==> config.mk <==
export PLATFORM = sky130hd
export DESIGN_NAME = lba_top
export DESIGN_NICKNAME = d
export VERILOG_FILES = /design/src/verilog/lba_pkg.sv /design/src/verilog/lba_top.sv /design/src/verilog/lba_latch.sv
export SDC_FILE = /design/constraint.sdc
export NUM_CORES = 1
export LEC_CHECK = 0
export ABC_AREA = 1
export BUFFER_PORTS_ARGS = -buffer_cell sky130_fd_sc_hd__buf_2
export CAP_MARGIN = 15
export CELL_PAD_IN_SITES_DETAIL_PLACEMENT = 0
export CELL_PAD_IN_SITES_GLOBAL_PLACEMENT = 1
export CORE_UTILIZATION = 39
export CTS_CLUSTER_DIAMETER = 100
export DETAILED_ROUTE_END_ITERATION = 10
export PLACE_DENSITY_LB_ADDON = 0.1
export SLEW_MARGIN = 20
export SYNTH_ARGS = -nofsm -noshare
export SYNTH_HDL_FRONTEND = slang
export SYNTH_SLANG_ARGS = --single-unit
==> constraint.sdc <==
create_clock -name i_ref_clk -period 2.3 [get_ports i_ref_clk]
set_input_delay 0.23 -clock i_ref_clk [delete_from_list [all_inputs] [get_ports i_ref_clk]]
set_output_delay 0.23 -clock i_ref_clk [all_outputs]
set_load 0.005 [all_outputs]
==> src/verilog/lba_pkg.sv <==
package lba_pkg;
    // current source selector codes
    localparam logic [2:0] SRC_NONE = 3'h0;
    localparam logic [2:0] SRC_OUT1 = 3'h1;
    localparam logic [2:0] SRC_OUT2 = 3'h2;
    localparam logic [2:0] SRC_OUT3 = 3'h3;
    localparam logic [2:0] SRC_OUT4 = 3'h4;
    // latch mode codes
    localparam logic [1:0] LATCH_NONE = 2'h0;
    localparam logic [1:0] LATCH_AUTO = 2'h1;
    localparam logic [1:0] LATCH_MANUAL = 2'h2;
    // current values in tenths of an ampere
    localparam logic [13:0] RANGE_MIN = 14'h0064;
    localparam logic [13:0] RANGE_MAX = 14'h270F;
    localparam logic [13:0] RANGE_RESET = 14'h03E8;
    // loop-break time in seconds, zero means off
    localparam logic [13:0] LB_TIME_OFF = 14'h0000;
    localparam logic [13:0] LB_TIME_MAX = 14'h270F;
    localparam int CLK_HZ = 100000000;
    localparam int SECOND_NS = 1000000000;
    localparam int CLK_PERIOD_NS = 10;
    localparam int CYCLES_PER_SECOND = SECOND_NS / CLK_PERIOD_NS;
    // register map
    localparam logic [3:0] ADDR_CONFIG = 4'h0;
    localparam logic [3:0] ADDR_RANGE = 4'h1;
    localparam logic [3:0] ADDR_LEAK_TH = 4'h2;
    localparam logic [3:0] ADDR_OVER_TH = 4'h3;
    localparam logic [3:0] ADDR_LOAD_TH = 4'h4;
    localparam logic [3:0] ADDR_LB_TIME = 4'h5;
    localparam logic [3:0] ADDR_STATUS = 4'h6;
    localparam logic [3:0] ADDR_IRQ_STAT = 4'h7;
    localparam logic [3:0] ADDR_IRQ_MASK = 4'h8;
    localparam logic [3:0] ADDR_ON_CUR = 4'h9;
    localparam logic [3:0] ADDR_OFF_CUR = 4'hA;
    // config field positions
    localparam int CFG_SRC_LSB = 0;
    localparam int CFG_MODE_LSB = 4;
    localparam int CFG_ROUTE_LSB = 8;
    localparam int CFG_RELAY3_BIT = 12;
    localparam logic [15:0] CONFIG_RESET = 16'h0000;
    localparam logic [15:0] TH_RESET = 16'h0000;
    // alarm bit positions: leak, load, over, loop break
    localparam int N_ALARMS = 4;
    localparam int AL_LEAK = 0;
    localparam int AL_LOAD = 1;
    localparam int AL_OVER = 2;
    localparam int AL_LB = 3;
    typedef enum logic [2:0] {
        LB_IDLE = 3'b001,
        LB_RUN = 3'b010,
        LB_TRIP = 3'b100
    } lba_lb_state_type;
endpackage : lba_pkg

==> src/verilog/lba_top.sv <==
// Behaviour
// - with no source selected, no current alarms; load and leakage values follow live current.
// - only logic or relay switched outputs may be the current source.
// - source choices are outputs one to four; three only when fitted as relay.
// - current is sampled separately in on and off states of the source output.
// - range setting accepts 10.0 to 999.9 A and resets to 100.0 A.
// - range setting is applied only while a source is selected.
// - leakage and over-current thresholds raise their alarms when crossed.
// - non-latching alarms clear by themselves when the cause is gone.
// - auto latch accepts ack anytime; clears once acked and safe.
// - manual latch ignores ack until the fault is removed.
// - loop break declared when process value misses its response time.
// - loop-break time is off by default or 1 to 9999 seconds.
// - break alarms routable onto alarm outputs one, two or three.
// - routed break alarms OR with other alarms on the same output.
//
// Decided for this implementation: the strobed register port and the address map.
module lba_top
    import lba_pkg::*;
#(
    parameter int SECOND_CYCLES = CYCLES_PER_SECOND
)
(
    // clock and reset
    input wire logic i_ref_clk,
    input wire logic i_resetn,
    // register port
    input wire logic [3:0] i_addr,
    input wire logic [15:0] i_wdata,
    input wire logic i_wr,
    input wire logic i_rd,
    output logic [15:0] o_rdata,
    // measurement path
    input wire logic [13:0] i_current,
    input wire logic [3:0] i_out_demand,
    input wire logic [3:0] i_out_is_dc,
    input wire logic i_out3_relay_fitted,
    input wire logic i_output_change,
    input wire logic i_pv_response,
    // operator and alarm routing
    input wire logic i_ack,
    input wire logic [2:0] i_other_alarms,
    output logic o_alarm_output_one,
    output logic o_alarm_output_two,
    output logic o_alarm_output_three,
    output logic [13:0] o_load_current,
    output logic [13:0] o_leak_current,
    output logic o_irq
);
    ////////////////////////////////////////////////////////////////////////////
    // pin synchronisers
    logic [3:0] dem_s1, dem_s2;
    logic chg_s1, chg_s2, rsp_s1, rsp_s2, ack_s1, ack_s2, ack_d;
    logic [2:0] oth_s1, oth_s2;
    always_ff @(posedge i_ref_clk) begin
        if (!i_resetn) begin
            dem_s1 <= 4'h0;
            dem_s2 <= 4'h0;
            chg_s1 <= 1'b0;
            chg_s2 <= 1'b0;
            rsp_s1 <= 1'b0;
            rsp_s2 <= 1'b0;
            ack_s1 <= 1'b0;
            ack_s2 <= 1'b0;
            ack_d <= 1'b0;
            oth_s1 <= 3'h0;
            oth_s2 <= 3'h0;
        end else begin
            dem_s1 <= i_out_demand;
            dem_s2 <= dem_s1;
            chg_s1 <= i_output_change;
            chg_s2 <= chg_s1;
            rsp_s1 <= i_pv_response;
            rsp_s2 <= rsp_s1;
            ack_s1 <= i_ack;
            ack_s2 <= ack_s1;
            ack_d <= ack_s2;
            oth_s1 <= i_other_alarms;
            oth_s2 <= oth_s1;
        end
    end
    // ack pulse: rising edge so a longer press still counts once
    logic ack_pulse;
    assign ack_pulse = ack_s2 && !ack_d;

    ////////////////////////////////////////////////////////////////////////////
    // settings
    logic [2:0] current_source_select;
    logic [1:0] current_alarm_latch_mode;
    logic [2:0] break_alarm_routing;
    logic [13:0] current_range_setting;
    logic [13:0] leak_th, over_th, load_th;
    logic [13:0] loop_break_time;
    logic [N_ALARMS-1:0] irq_stat, irq_mask;

    // a write outside the legal set leaves the old value in place
    logic src_ok;
    always_comb begin
        unique case (i_wdata[CFG_SRC_LSB +: 3])
            SRC_NONE: src_ok = 1'b1;
            SRC_OUT1: src_ok = !i_out_is_dc[0];
            SRC_OUT2: src_ok = !i_out_is_dc[1];
            SRC_OUT3: src_ok = i_out3_relay_fitted;
            SRC_OUT4: src_ok = !i_out_is_dc[3];
            default: src_ok = 1'b0;
        endcase
    end

    always_ff @(posedge i_ref_clk) begin
        if (!i_resetn) begin
            current_source_select <= CONFIG_RESET[CFG_SRC_LSB +: 3];
            current_alarm_latch_mode <= CONFIG_RESET[CFG_MODE_LSB +: 2];
            break_alarm_routing <= CONFIG_RESET[CFG_ROUTE_LSB +: 3];
        end else if (i_wr && i_addr == ADDR_CONFIG) begin
            if (src_ok) begin
                current_source_select <= i_wdata[CFG_SRC_LSB +: 3];
            end
            if (i_wdata[CFG_MODE_LSB +: 2] <= LATCH_MANUAL) begin
                current_alarm_latch_mode <= i_wdata[CFG_MODE_LSB +: 2];
            end
            break_alarm_routing <= i_wdata[CFG_ROUTE_LSB +: 3];
        end
    end

    always_ff @(posedge i_ref_clk) begin
        if (!i_resetn) begin
            current_range_setting <= RANGE_RESET;
        end else if (i_wr && i_addr == ADDR_RANGE && i_wdata[13:0] >= RANGE_MIN
                     && i_wdata[13:0] <= RANGE_MAX && i_wdata[15:14] == 2'h0) begin
            current_range_setting <= i_wdata[13:0];
        end
    end

    always_ff @(posedge i_ref_clk) begin
        if (!i_resetn) begin
            leak_th <= TH_RESET[13:0];
            over_th <= TH_RESET[13:0];
            load_th <= TH_RESET[13:0];
        end else if (i_wr) begin
            if (i_addr == ADDR_LEAK_TH) leak_th <= i_wdata[13:0];
            if (i_addr == ADDR_OVER_TH) over_th <= i_wdata[13:0];
            if (i_addr == ADDR_LOAD_TH) load_th <= i_wdata[13:0];
        end
    end

    always_ff @(posedge i_ref_clk) begin
        if (!i_resetn) begin
            loop_break_time <= LB_TIME_OFF;
        end else if (i_wr && i_addr == ADDR_LB_TIME && i_wdata[13:0] <= LB_TIME_MAX
                     && i_wdata[15:14] == 2'h0) begin
            loop_break_time <= i_wdata[13:0];
        end
    end

    ////////////////////////////////////////////////////////////////////////////
    // current sampling in step with the source output demand
    logic ct_on;
    logic src_demand;
    assign ct_on = current_source_select != SRC_NONE;
    always_comb begin
        unique case (current_source_select)
            SRC_OUT1: src_demand = dem_s2[0];
            SRC_OUT2: src_demand = dem_s2[1];
            SRC_OUT3: src_demand = dem_s2[2];
            SRC_OUT4: src_demand = dem_s2[3];
            default: src_demand = 1'b0;
        endcase
    end

    // readings above the range are clipped to the nominal rating
    logic [13:0] cur_scaled;
    assign cur_scaled = (ct_on && i_current > current_range_setting) ?
                        current_range_setting : i_current;

    always_ff @(posedge i_ref_clk) begin
        if (!i_resetn) begin
            o_load_current <= 14'h0000;
            o_leak_current <= 14'h0000;
        end else if (!ct_on) begin
            o_load_current <= i_current;
            o_leak_current <= i_current;
        end else if (src_demand) begin
            o_load_current <= cur_scaled;
        end else begin
            o_leak_current <= cur_scaled;
        end
    end

    // the readings are registered, so judge each one against the demand it was taken with;
    // the live demand would pair a new on-state with the last on-period's reading
    logic demand_d;
    always_ff @(posedge i_ref_clk) begin
        if (!i_resetn) begin
            demand_d <= 1'b0;
        end else begin
            demand_d <= src_demand;
        end
    end

    logic [2:0] cur_fault;
    always_comb begin
        cur_fault[AL_LEAK] = ct_on && !demand_d && o_leak_current > leak_th;
        cur_fault[AL_OVER] = ct_on && demand_d && o_load_current > over_th;
        cur_fault[AL_LOAD] = ct_on && demand_d && o_load_current < load_th;
    end

    logic [2:0] cur_alarm;
    genvar g;
    generate
        for (g = 0; g < 3; g++) begin : g_latch
            lba_latch u_latch (
                .i_ref_clk(i_ref_clk),
                .i_resetn(i_resetn && ct_on),
                .i_mode(current_alarm_latch_mode),
                .i_fault(cur_fault[g]),
                .i_ack(ack_pulse),
                .o_alarm(cur_alarm[g])
            );
        end
    endgenerate

    ////////////////////////////////////////////////////////////////////////////
    // loop-break timer
    lba_lb_state_type lb_state;
    logic [26:0] sec_cnt;
    logic [13:0] lb_secs;
    logic lb_alarm;
    always_ff @(posedge i_ref_clk) begin
        if (!i_resetn || loop_break_time == LB_TIME_OFF) begin
            lb_state <= LB_IDLE;
            sec_cnt <= 27'h0000000;
            lb_secs <= 14'h0000;
        end else if (chg_s2) begin
            lb_state <= LB_RUN;
            sec_cnt <= 27'h0000000;
            lb_secs <= 14'h0000;
        end else begin
            unique case (lb_state)
                LB_IDLE: begin
                end
                LB_RUN: begin
                    if (rsp_s2) begin
                        lb_state <= LB_IDLE;
                    end else if (sec_cnt == 27'(SECOND_CYCLES - 1)) begin
                        sec_cnt <= 27'h0000000;
                        lb_secs <= lb_secs + 14'h0001;
                        if (lb_secs + 14'h0001 >= loop_break_time) begin
                            lb_state <= LB_TRIP;
                        end
                    end else begin
                        sec_cnt <= sec_cnt + 27'h0000001;
                    end
                end
                LB_TRIP: begin
                    if (rsp_s2) begin
                        lb_state <= LB_IDLE;
                    end
                end
            endcase
        end
    end
    assign lb_alarm = lb_state == LB_TRIP;

    ////////////////////////////////////////////////////////////////////////////
    // routing, interrupts, read port
    logic [N_ALARMS-1:0] alarms;
    logic brk_any;
    assign alarms = {lb_alarm, cur_alarm};
    assign brk_any = |alarms;
    assign o_alarm_output_one = oth_s2[0] || (break_alarm_routing[0] && brk_any);
    assign o_alarm_output_two = oth_s2[1] || (break_alarm_routing[1] && brk_any);
    assign o_alarm_output_three = oth_s2[2] || (break_alarm_routing[2] && brk_any);

    logic [N_ALARMS-1:0] alarms_d;
    logic stat_rd;
    assign stat_rd = i_rd && i_addr == ADDR_IRQ_STAT;
    always_ff @(posedge i_ref_clk) begin
        if (!i_resetn) begin
            alarms_d <= '0;
            irq_stat <= '0;
        end else begin
            alarms_d <= alarms;
            // a new event in the read cycle survives the clear
            irq_stat <= (stat_rd ? '0 : irq_stat) | (alarms & ~alarms_d);
        end
    end
    always_ff @(posedge i_ref_clk) begin
        if (!i_resetn) begin
            irq_mask <= '0;
        end else if (i_wr && i_addr == ADDR_IRQ_MASK) begin
            irq_mask <= i_wdata[N_ALARMS-1:0];
        end
    end
    assign o_irq = |(irq_stat & irq_mask);

    always_ff @(posedge i_ref_clk) begin
        if (!i_resetn) begin
            o_rdata <= 16'h0000;
        end else if (i_rd) begin
            unique case (i_addr)
                ADDR_CONFIG: o_rdata <= {3'h0, i_out3_relay_fitted, 1'h0, break_alarm_routing,
                                         2'h0, current_alarm_latch_mode, 1'h0,
                                         current_source_select};
                ADDR_RANGE: o_rdata <= {2'h0, current_range_setting};
                ADDR_LEAK_TH: o_rdata <= {2'h0, leak_th};
                ADDR_OVER_TH: o_rdata <= {2'h0, over_th};
                ADDR_LOAD_TH: o_rdata <= {2'h0, load_th};
                ADDR_LB_TIME: o_rdata <= {2'h0, loop_break_time};
                ADDR_STATUS: o_rdata <= {12'h000, alarms};
                ADDR_IRQ_STAT: o_rdata <= {12'h000, irq_stat};
                ADDR_IRQ_MASK: o_rdata <= {12'h000, irq_mask};
                ADDR_ON_CUR: o_rdata <= {2'h0, o_load_current};
                ADDR_OFF_CUR: o_rdata <= {2'h0, o_leak_current};
                default: o_rdata <= 16'h0000;
            endcase
        end else begin
            o_rdata <= 16'h0000;
        end
    end
endmodule : lba_top

==> src/verilog/lba_latch.sv <==
module lba_latch
    import lba_pkg::*;
(
    // clock and reset
    input wire logic i_ref_clk,
    input wire logic i_resetn,
    // control
    input wire logic [1:0] i_mode,
    input wire logic i_fault,
    input wire logic i_ack,
    // alarm
    output logic o_alarm
);
    logic held;
    logic ack_seen;

    always_ff @(posedge i_ref_clk) begin
        if (!i_resetn) begin
            ack_seen <= 1'b0;
        end else if (i_mode != LATCH_AUTO || !held) begin
            ack_seen <= 1'b0;
        end else if (i_ack) begin
            ack_seen <= 1'b1;
        end
    end

    always_ff @(posedge i_ref_clk) begin
        if (!i_resetn) begin
            held <= 1'b0;
        end else if (i_fault) begin
            held <= 1'b1;
        end else begin
            unique case (i_mode)
                LATCH_AUTO: begin
                    if (ack_seen || i_ack) begin
                        held <= 1'b0;
                    end
                end
                LATCH_MANUAL: begin
                    // ack while the fault stands is dropped here, not remembered
                    if (i_ack) begin
                        held <= 1'b0;
                    end
                end
                default: begin
                    held <= 1'b0;
                end
            endcase
        end
    end

    assign o_alarm = held;
endmodule : lba_latch

Yosys cells after proc, flatten, opt, wreduce, memory -nomap -nowiden
Index checks and enable logic that the tools add are counted.
- register bits: 206
- input port bits: 53
- output and inout port bits: 48
- logic and storage cells: 182
- add/sub/neg operators: 2
- $lt $le $gt $ge: 8
- eq/ne operators: 38
- multiplexer cells: 26
- bitwise gates (word level): 6
- reduce and logical (&&, ||, !) cells: 66
- operator list (operator ; number):
    $pmux W14 S11 ; 1
    $mux W14 ; 5
    $gt A14 B14 Y1 ; 3
    $add A27 B1 Y27 const B ; 1
    $eq A27 B27 Y1 const B ; 1
    $mux W27 ; 1
    $logic_and A1 B1 Y1 ; 21
    $reduce_and A2 Y1 ; 10
    $ne A3 B1 Y1 const B ; 6
    $eq A4 B3 Y1 const B ; 4
    $eq A3 B2 Y1 const B ; 5
    $add A14 B1 Y14 const B ; 1
    $ge A14 B14 Y1 ; 1
    $ge A14 B7 Y1 const B ; 1
    $le A14 B14 Y1 const B ; 1
    $logic_not A14 Y1 ; 1
    $lt A14 B14 Y1 ; 1
    $eq A4 B4 Y1 const B ; 3
    $mux W3 ; 4
    $logic_or A1 B1 Y1 ; 10
    $eq A3 B3 Y1 const B ; 3
    $logic_not A1 Y1 ; 9
    $ne A3 B3 Y1 const B ; 3
    $and A4 B4 Y4 ; 2
    28 further kinds ; 48

Logic depth before layout (Yosys ltp)
- depth in word-level cells: 7
- mapped depth: 18
- depth with buffers taken out: 18

By module
A second synthesis with hierarchy kept.
- cell total of the unflattened synthesis: 1554
- area total of the unflattened synthesis: 11035.6 sq um
- modules (own cells, without submodules) (module ; instances ; cells each ; area an instance (sq um) ; seq. area each (sq um)):
    lba_top ; 1 ; 1506 ; 10727.8 ; 3963.8
    lba_latch ; 3 ; 16 ; 102.6 ; 40.0

Worst setup path after synthesis
Ideal clock, no wire load.
- path type: register to register
- start point: register lb_secs[0]
- end point: register lb_state[1]
- library setup time: 116 ps
- data arrival time: 2177 ps
- data required time: 2184 ps
- setup slack: 7 ps
- stages on the path, launching flop included: 19
- buffers on the path: 0
- period minus slack after synthesis: 2293 ps
- cells stage by stage: dfxtp_1 -> ha_1 -> nand3_1 -> nor2_1 -> nand3_1 -> inv_1 -> nand3b_1 -> xor2_1 -> inv_1 -> ha_1 -> nand2_1 -> nor2_1 -> nand2_1 -> o21ai_0 -> nor2_1 -> nand3_1 -> nand2_1 -> nand2_1 -> a21oi_1
- cells in the longest elaborated chain, start to end: 4
- ends and longest elaborated chain (item ; RTL line ; RTL):
    start, declared ; lba_top.sv:226 ; logic [13:0] lb_secs;
    start signal, assigned ; lba_top.sv:246 ; lb_secs <= lb_secs + 14'h0001;
    $add A14 B1 Y14 ; lba_top.sv:247 ; if (lb_secs + 14'h0001 >= loop_break_time) begin
    $ge A14 B14 Y1 ; lba_top.sv:247 ;
    $ne A4 B4 Y1 (no source line) ; - ;
    $reduce_and A4 Y1 (no source line) ; - ;
    end signal, assigned ; lba_top.sv:243 ; lb_state <= LB_IDLE;
    end signal, assigned ; lba_top.sv:248 ; lb_state <= LB_TRIP;
    end signal, assigned ; lba_top.sv:256 ; lb_state <= LB_IDLE;
    end, declared ; lba_top.sv:224 ; lba_lb_state_type lb_state;
No other way between the ends.
A chain may end at the register's enable or synchronous reset.

Worst setup path after layout
Same ends and word-level chain as after synthesis.

==> run_results.csv <==
group,metric,value,unit
synth,synthCells,1496,
route,drtAntennaViolNets,0,
clocking,cts_sinks,204,
timing,finalSetupViolations,3,
setup_path,cpPeakStageDelay,380,ps
layout,largest-register,"sec_cnt",
synth,ys_ff_latch,204,
route,viasPerCell,5.04,
layout,regArea,4100,sq um
floorplanning,pin_count,101,
setup_path,worst_setup_path_start_kind,"register",
clocking,cts_buffer_depth,3,
layout,syn_to_final_growth,19.6,%
layout,nets,1752,
run_status,run_status,"complete, but fails checks",
layout,largest_reg_flops,27,
synth,synth_cell_types,54,
timing,finalSetupTns,-116,ps
placement,portBuffers,97,
worst_hold_path,hold_class,"in2reg",
setup_path,r2r_cells,18,
synth,netlist_area,10800,sq um
setup_path,cp_max_fo,3,
pwr,powerDensity,650,nW/um^2
synth,synth_compound_area_share,17.4,%
floorplanning,dieArea,28200,sq um
layout,multi_input_area,5640,sq um
placement,gp_congestion,0.871,
pwr,power_leakage,5.83,nW
floorplanning,die_h,168,microns
timing,period_needed,2360,ps
floorplanning,start_util,39.8,%
timing,drv_slew,0,
placement,place_hpwl,25500,microns
route,num_vias,10023,
synth,synthSimpleGateAreaFrac,23.6,%
route,drt-initial-drc-count,535,
floorplanning,std_cell_rows,60,
route,drc,0,
clocking,numCtsBuffers,25,
clocking,clock_latency,540,ps
run_status,violations,"setup timing",
clocking,root_buffer,"clkbuf_16",
timing,worst_pin_slew,686,ps
setup_path,cp_slowest_cell,"dfxtp_4",
timing,max_slew_margin,54.2,%
synth,synthAdderAreaFrac,8.26,%
setup_path,cp_cell_sequence,"ha_4 -> nand3_4 -> nor2_4 -> nand3_4 -> inv_2 -> nand3b_1 -> xor2_1 -> inv_1 -> ha_1 -> nand2_2 -> nor2_4 -> nand3_1 -> nand3_2 -> nor2_4 -> nand3_2 -> nand2_1 -> nand2_1 -> a21oi_1",
layout,layout-drive-gt1-share,15.2,%
timing,hold_viol,0,
timing,worst_slack,-62.0,ps
synth,async_reset_ff_share,0,%
setup_path,crit_top_cell,"nor2_4",
timing,fin_skew,34.4,ps
floorplanning,core,27000,sq um
route,wl,34100,microns
worst_hold_path,hold_path_depth,5,
setup_path,cp.arrival,2810,ps
layout,final_area,12900,sq um
global_route,antenna_found_initial,0,
global_route,grt_max_degree,70,
clocking,tritoncts,"done",
layout,diodes,0,
synth,synthMuxAreaShare,0.0931,%
timing,period_share,103,%
synth,seq_area_frac_synth,38.0,%
placement,place_ws,-237,ps
timing,max_freq,0.423,GHz
layout,final_util,47.6,%
timing,rsz0062_at_grt,"yes",
job,maxCapViolCount,0,
synth,syn_area_per_cell,7.19,sq um
timing,hold_ws,20.7,ps
synth,synth-edff-count,0,
floorplanning,die_x,168,microns
setup_path,rrSetupSlack,-60,ps
route,wl_per_cell,17.2,microns
global_route,grt_pass1_wl,52900,microns
clocking,clk_pin_slew,60,ps
placement,dpl_cell_area,11700,sq um
setup_path,cp.required,2750,ps
setup_path,cp-end-kind,"register",
synth,synthFlopType,"dfxtp_1",
setup_path,worstSetupPathType,"reg2reg",
pwr,irDropWorstVdd,0.455,mV
synth,synth_top_family_by_area,"simple AND/OR/NAND/NOR gates",
layout,fillers,2792,
clocking,htreeDepth,1,
global_route,grt_pass1_vias,9543,
synth,ys_warn_count,0,
synth,synthXorXnorAreaFrac,1.38,%
route,first_pass_iters,5,
global_route,grt_use_total,24.1,%
global_route,gr-total-overflow,0,
[cell usage in the layout, fill, tap and decap left out, types with 11 or more instances in the layout]
| cell | netlist | routed |
|---|---|---|
| nand3_1 | 95 | 89 |
| clkbuf_16 | 0 | 25 |
| o21ai_0 | 125 | 122 |
| a21oi_1 | 127 | 127 |
| nand4_1 | 16 | 16 |
| nand2_1 | 247 | 243 |
| o211ai_1 | 11 | 11 |
| and2_1 | 14 | 14 |
| nor3_1 | 27 | 26 |
| ha_1 | 71 | 70 |
| nor2_1 | 114 | 107 |
| buf_2 | 14 | 96 |
| nand2_2 | 9 | 13 |
| a31oi_1 | 14 | 14 |
| buf_4 | 6 | 44 |
| inv_1 | 245 | 244 |
| dfxtp_1 | 204 | 200 |
| dlygate4sd3_1 | 0 | 11 |
| o22ai_1 | 29 | 29 |
[what timing repair did]
action,4_1_cts,5_1_grt
endpoints found under the hold margin,11,0
hold buffers,11,0
setup buffers,3,2
pin swaps,11,14
setup endpoints to repair,3,11
resized for setup,21,27
[where the power goes]
group | leakage, nW | internal (W) | switching, W
sequential | 1.66 | 0.00361 | 0.0000765
combinational | 3.77 | 0.000279 | 0.000490
clock | 0.395 | 0.00231 | 0.00159
[logic make-up (layout without fill, tap and decap cells)]
kind of cell,count (synthesis),after routing
xor gates and xnor gates,17,17
DFF,204,204
muxes,1,1
AOI/OAI and AO/OA,340,340
other,1,2
adders and majority gates,71,71
buffers and inverters,304,453
and+or+nand+nor,558,558
[critical path, delay by kind of cell, from the launching register on]
family                     cells  cell delay [ps]
DFF                            1              380
AOI/OAI and AO/OA              1              130
adders and majority gates      2              430
and+or+nand+nor               12             1050
xor gates and xnor gates       1              170
buffers and inverters          2              140
[synthesized netlist by cell type, types with 6 or more instances]
cell,number,area share [%]
dfxtp_1,204,38
nor2_2,7,0.41
buf_4,6,0.42
and2_1,14,0.81
nor2_1,114,4.0
nand4_1,16,0.93
clkinv_1,6,0.21
inv_2,6,0.21
o21ai_1,10,0.47
nand2_1,247,8.6
clkbuf_1,19,0.66
a21oi_1,127,5.9
inv_1,245,8.6
buf_2,14,0.65
o22ai_1,29,1.7
nor3_1,27,1.3
o211ai_1,11,0.77
o21ai_0,125,5.8
xor2_1,12,0.98
a31oi_1,14,0.81
ha_1,71,8.3
nand3_1,95,4.4
nand2_2,9,0.52
[cell type report]
cell class	instances	share of cell area, %
clock buffer	37	5.68
multi-input combinational	989	43.9
tap	341	3.32
sequential	204	31.9
timing repair buffer	151	7.16
inverter	257	7.50
clock inverter	8	0.623
[metal layers]
layer / GRT usage, % / part of all wire, % / routed length (microns) / vias up
met2: 40.2 / 46 / 15700 / 194
met4: 7.51 / 3.0 / 1030 / 0
li1: - / - / - / 5176
met5: 0 / 0 / 0 / -
met3: 3.27 / 3.7 / 1280 / 59
met1: 32.2 / 47 / 16100 / 4594
[final timing paths]
| check | startpoint | end |
|---|---|---|
| worst max-delay path | lb_secs[0]$_SDFFE_PP0P_ | lb_state[1]$_SDFFE_PP0P_ |
| worst min register to register | oth_s1[1]$_SDFF_PN0_ | oth_s2[1]$_SDFF_PN0_ |
| worst max register to register | lb_secs[0]$_SDFFE_PP0P_ | lb_state[1]$_SDFFE_PP0P_ |
| worst min-delay path | i_current[6] | o_load_current[6]$_SDFFE_PN0P_ |
[stage by stage]
step | power [W] | std cells
2_1_floorplan | 0.00419 | 1497
3_3_place_gp | 0.00451 | 1926
3_5_place_dp | 0.00451 | 1926
4_1_cts | 0.00846 | 1985
5_1_grt | 0.00870 | 1987
6_report | 0.00836 | 1987
Power figures use the tool's default switching activity.
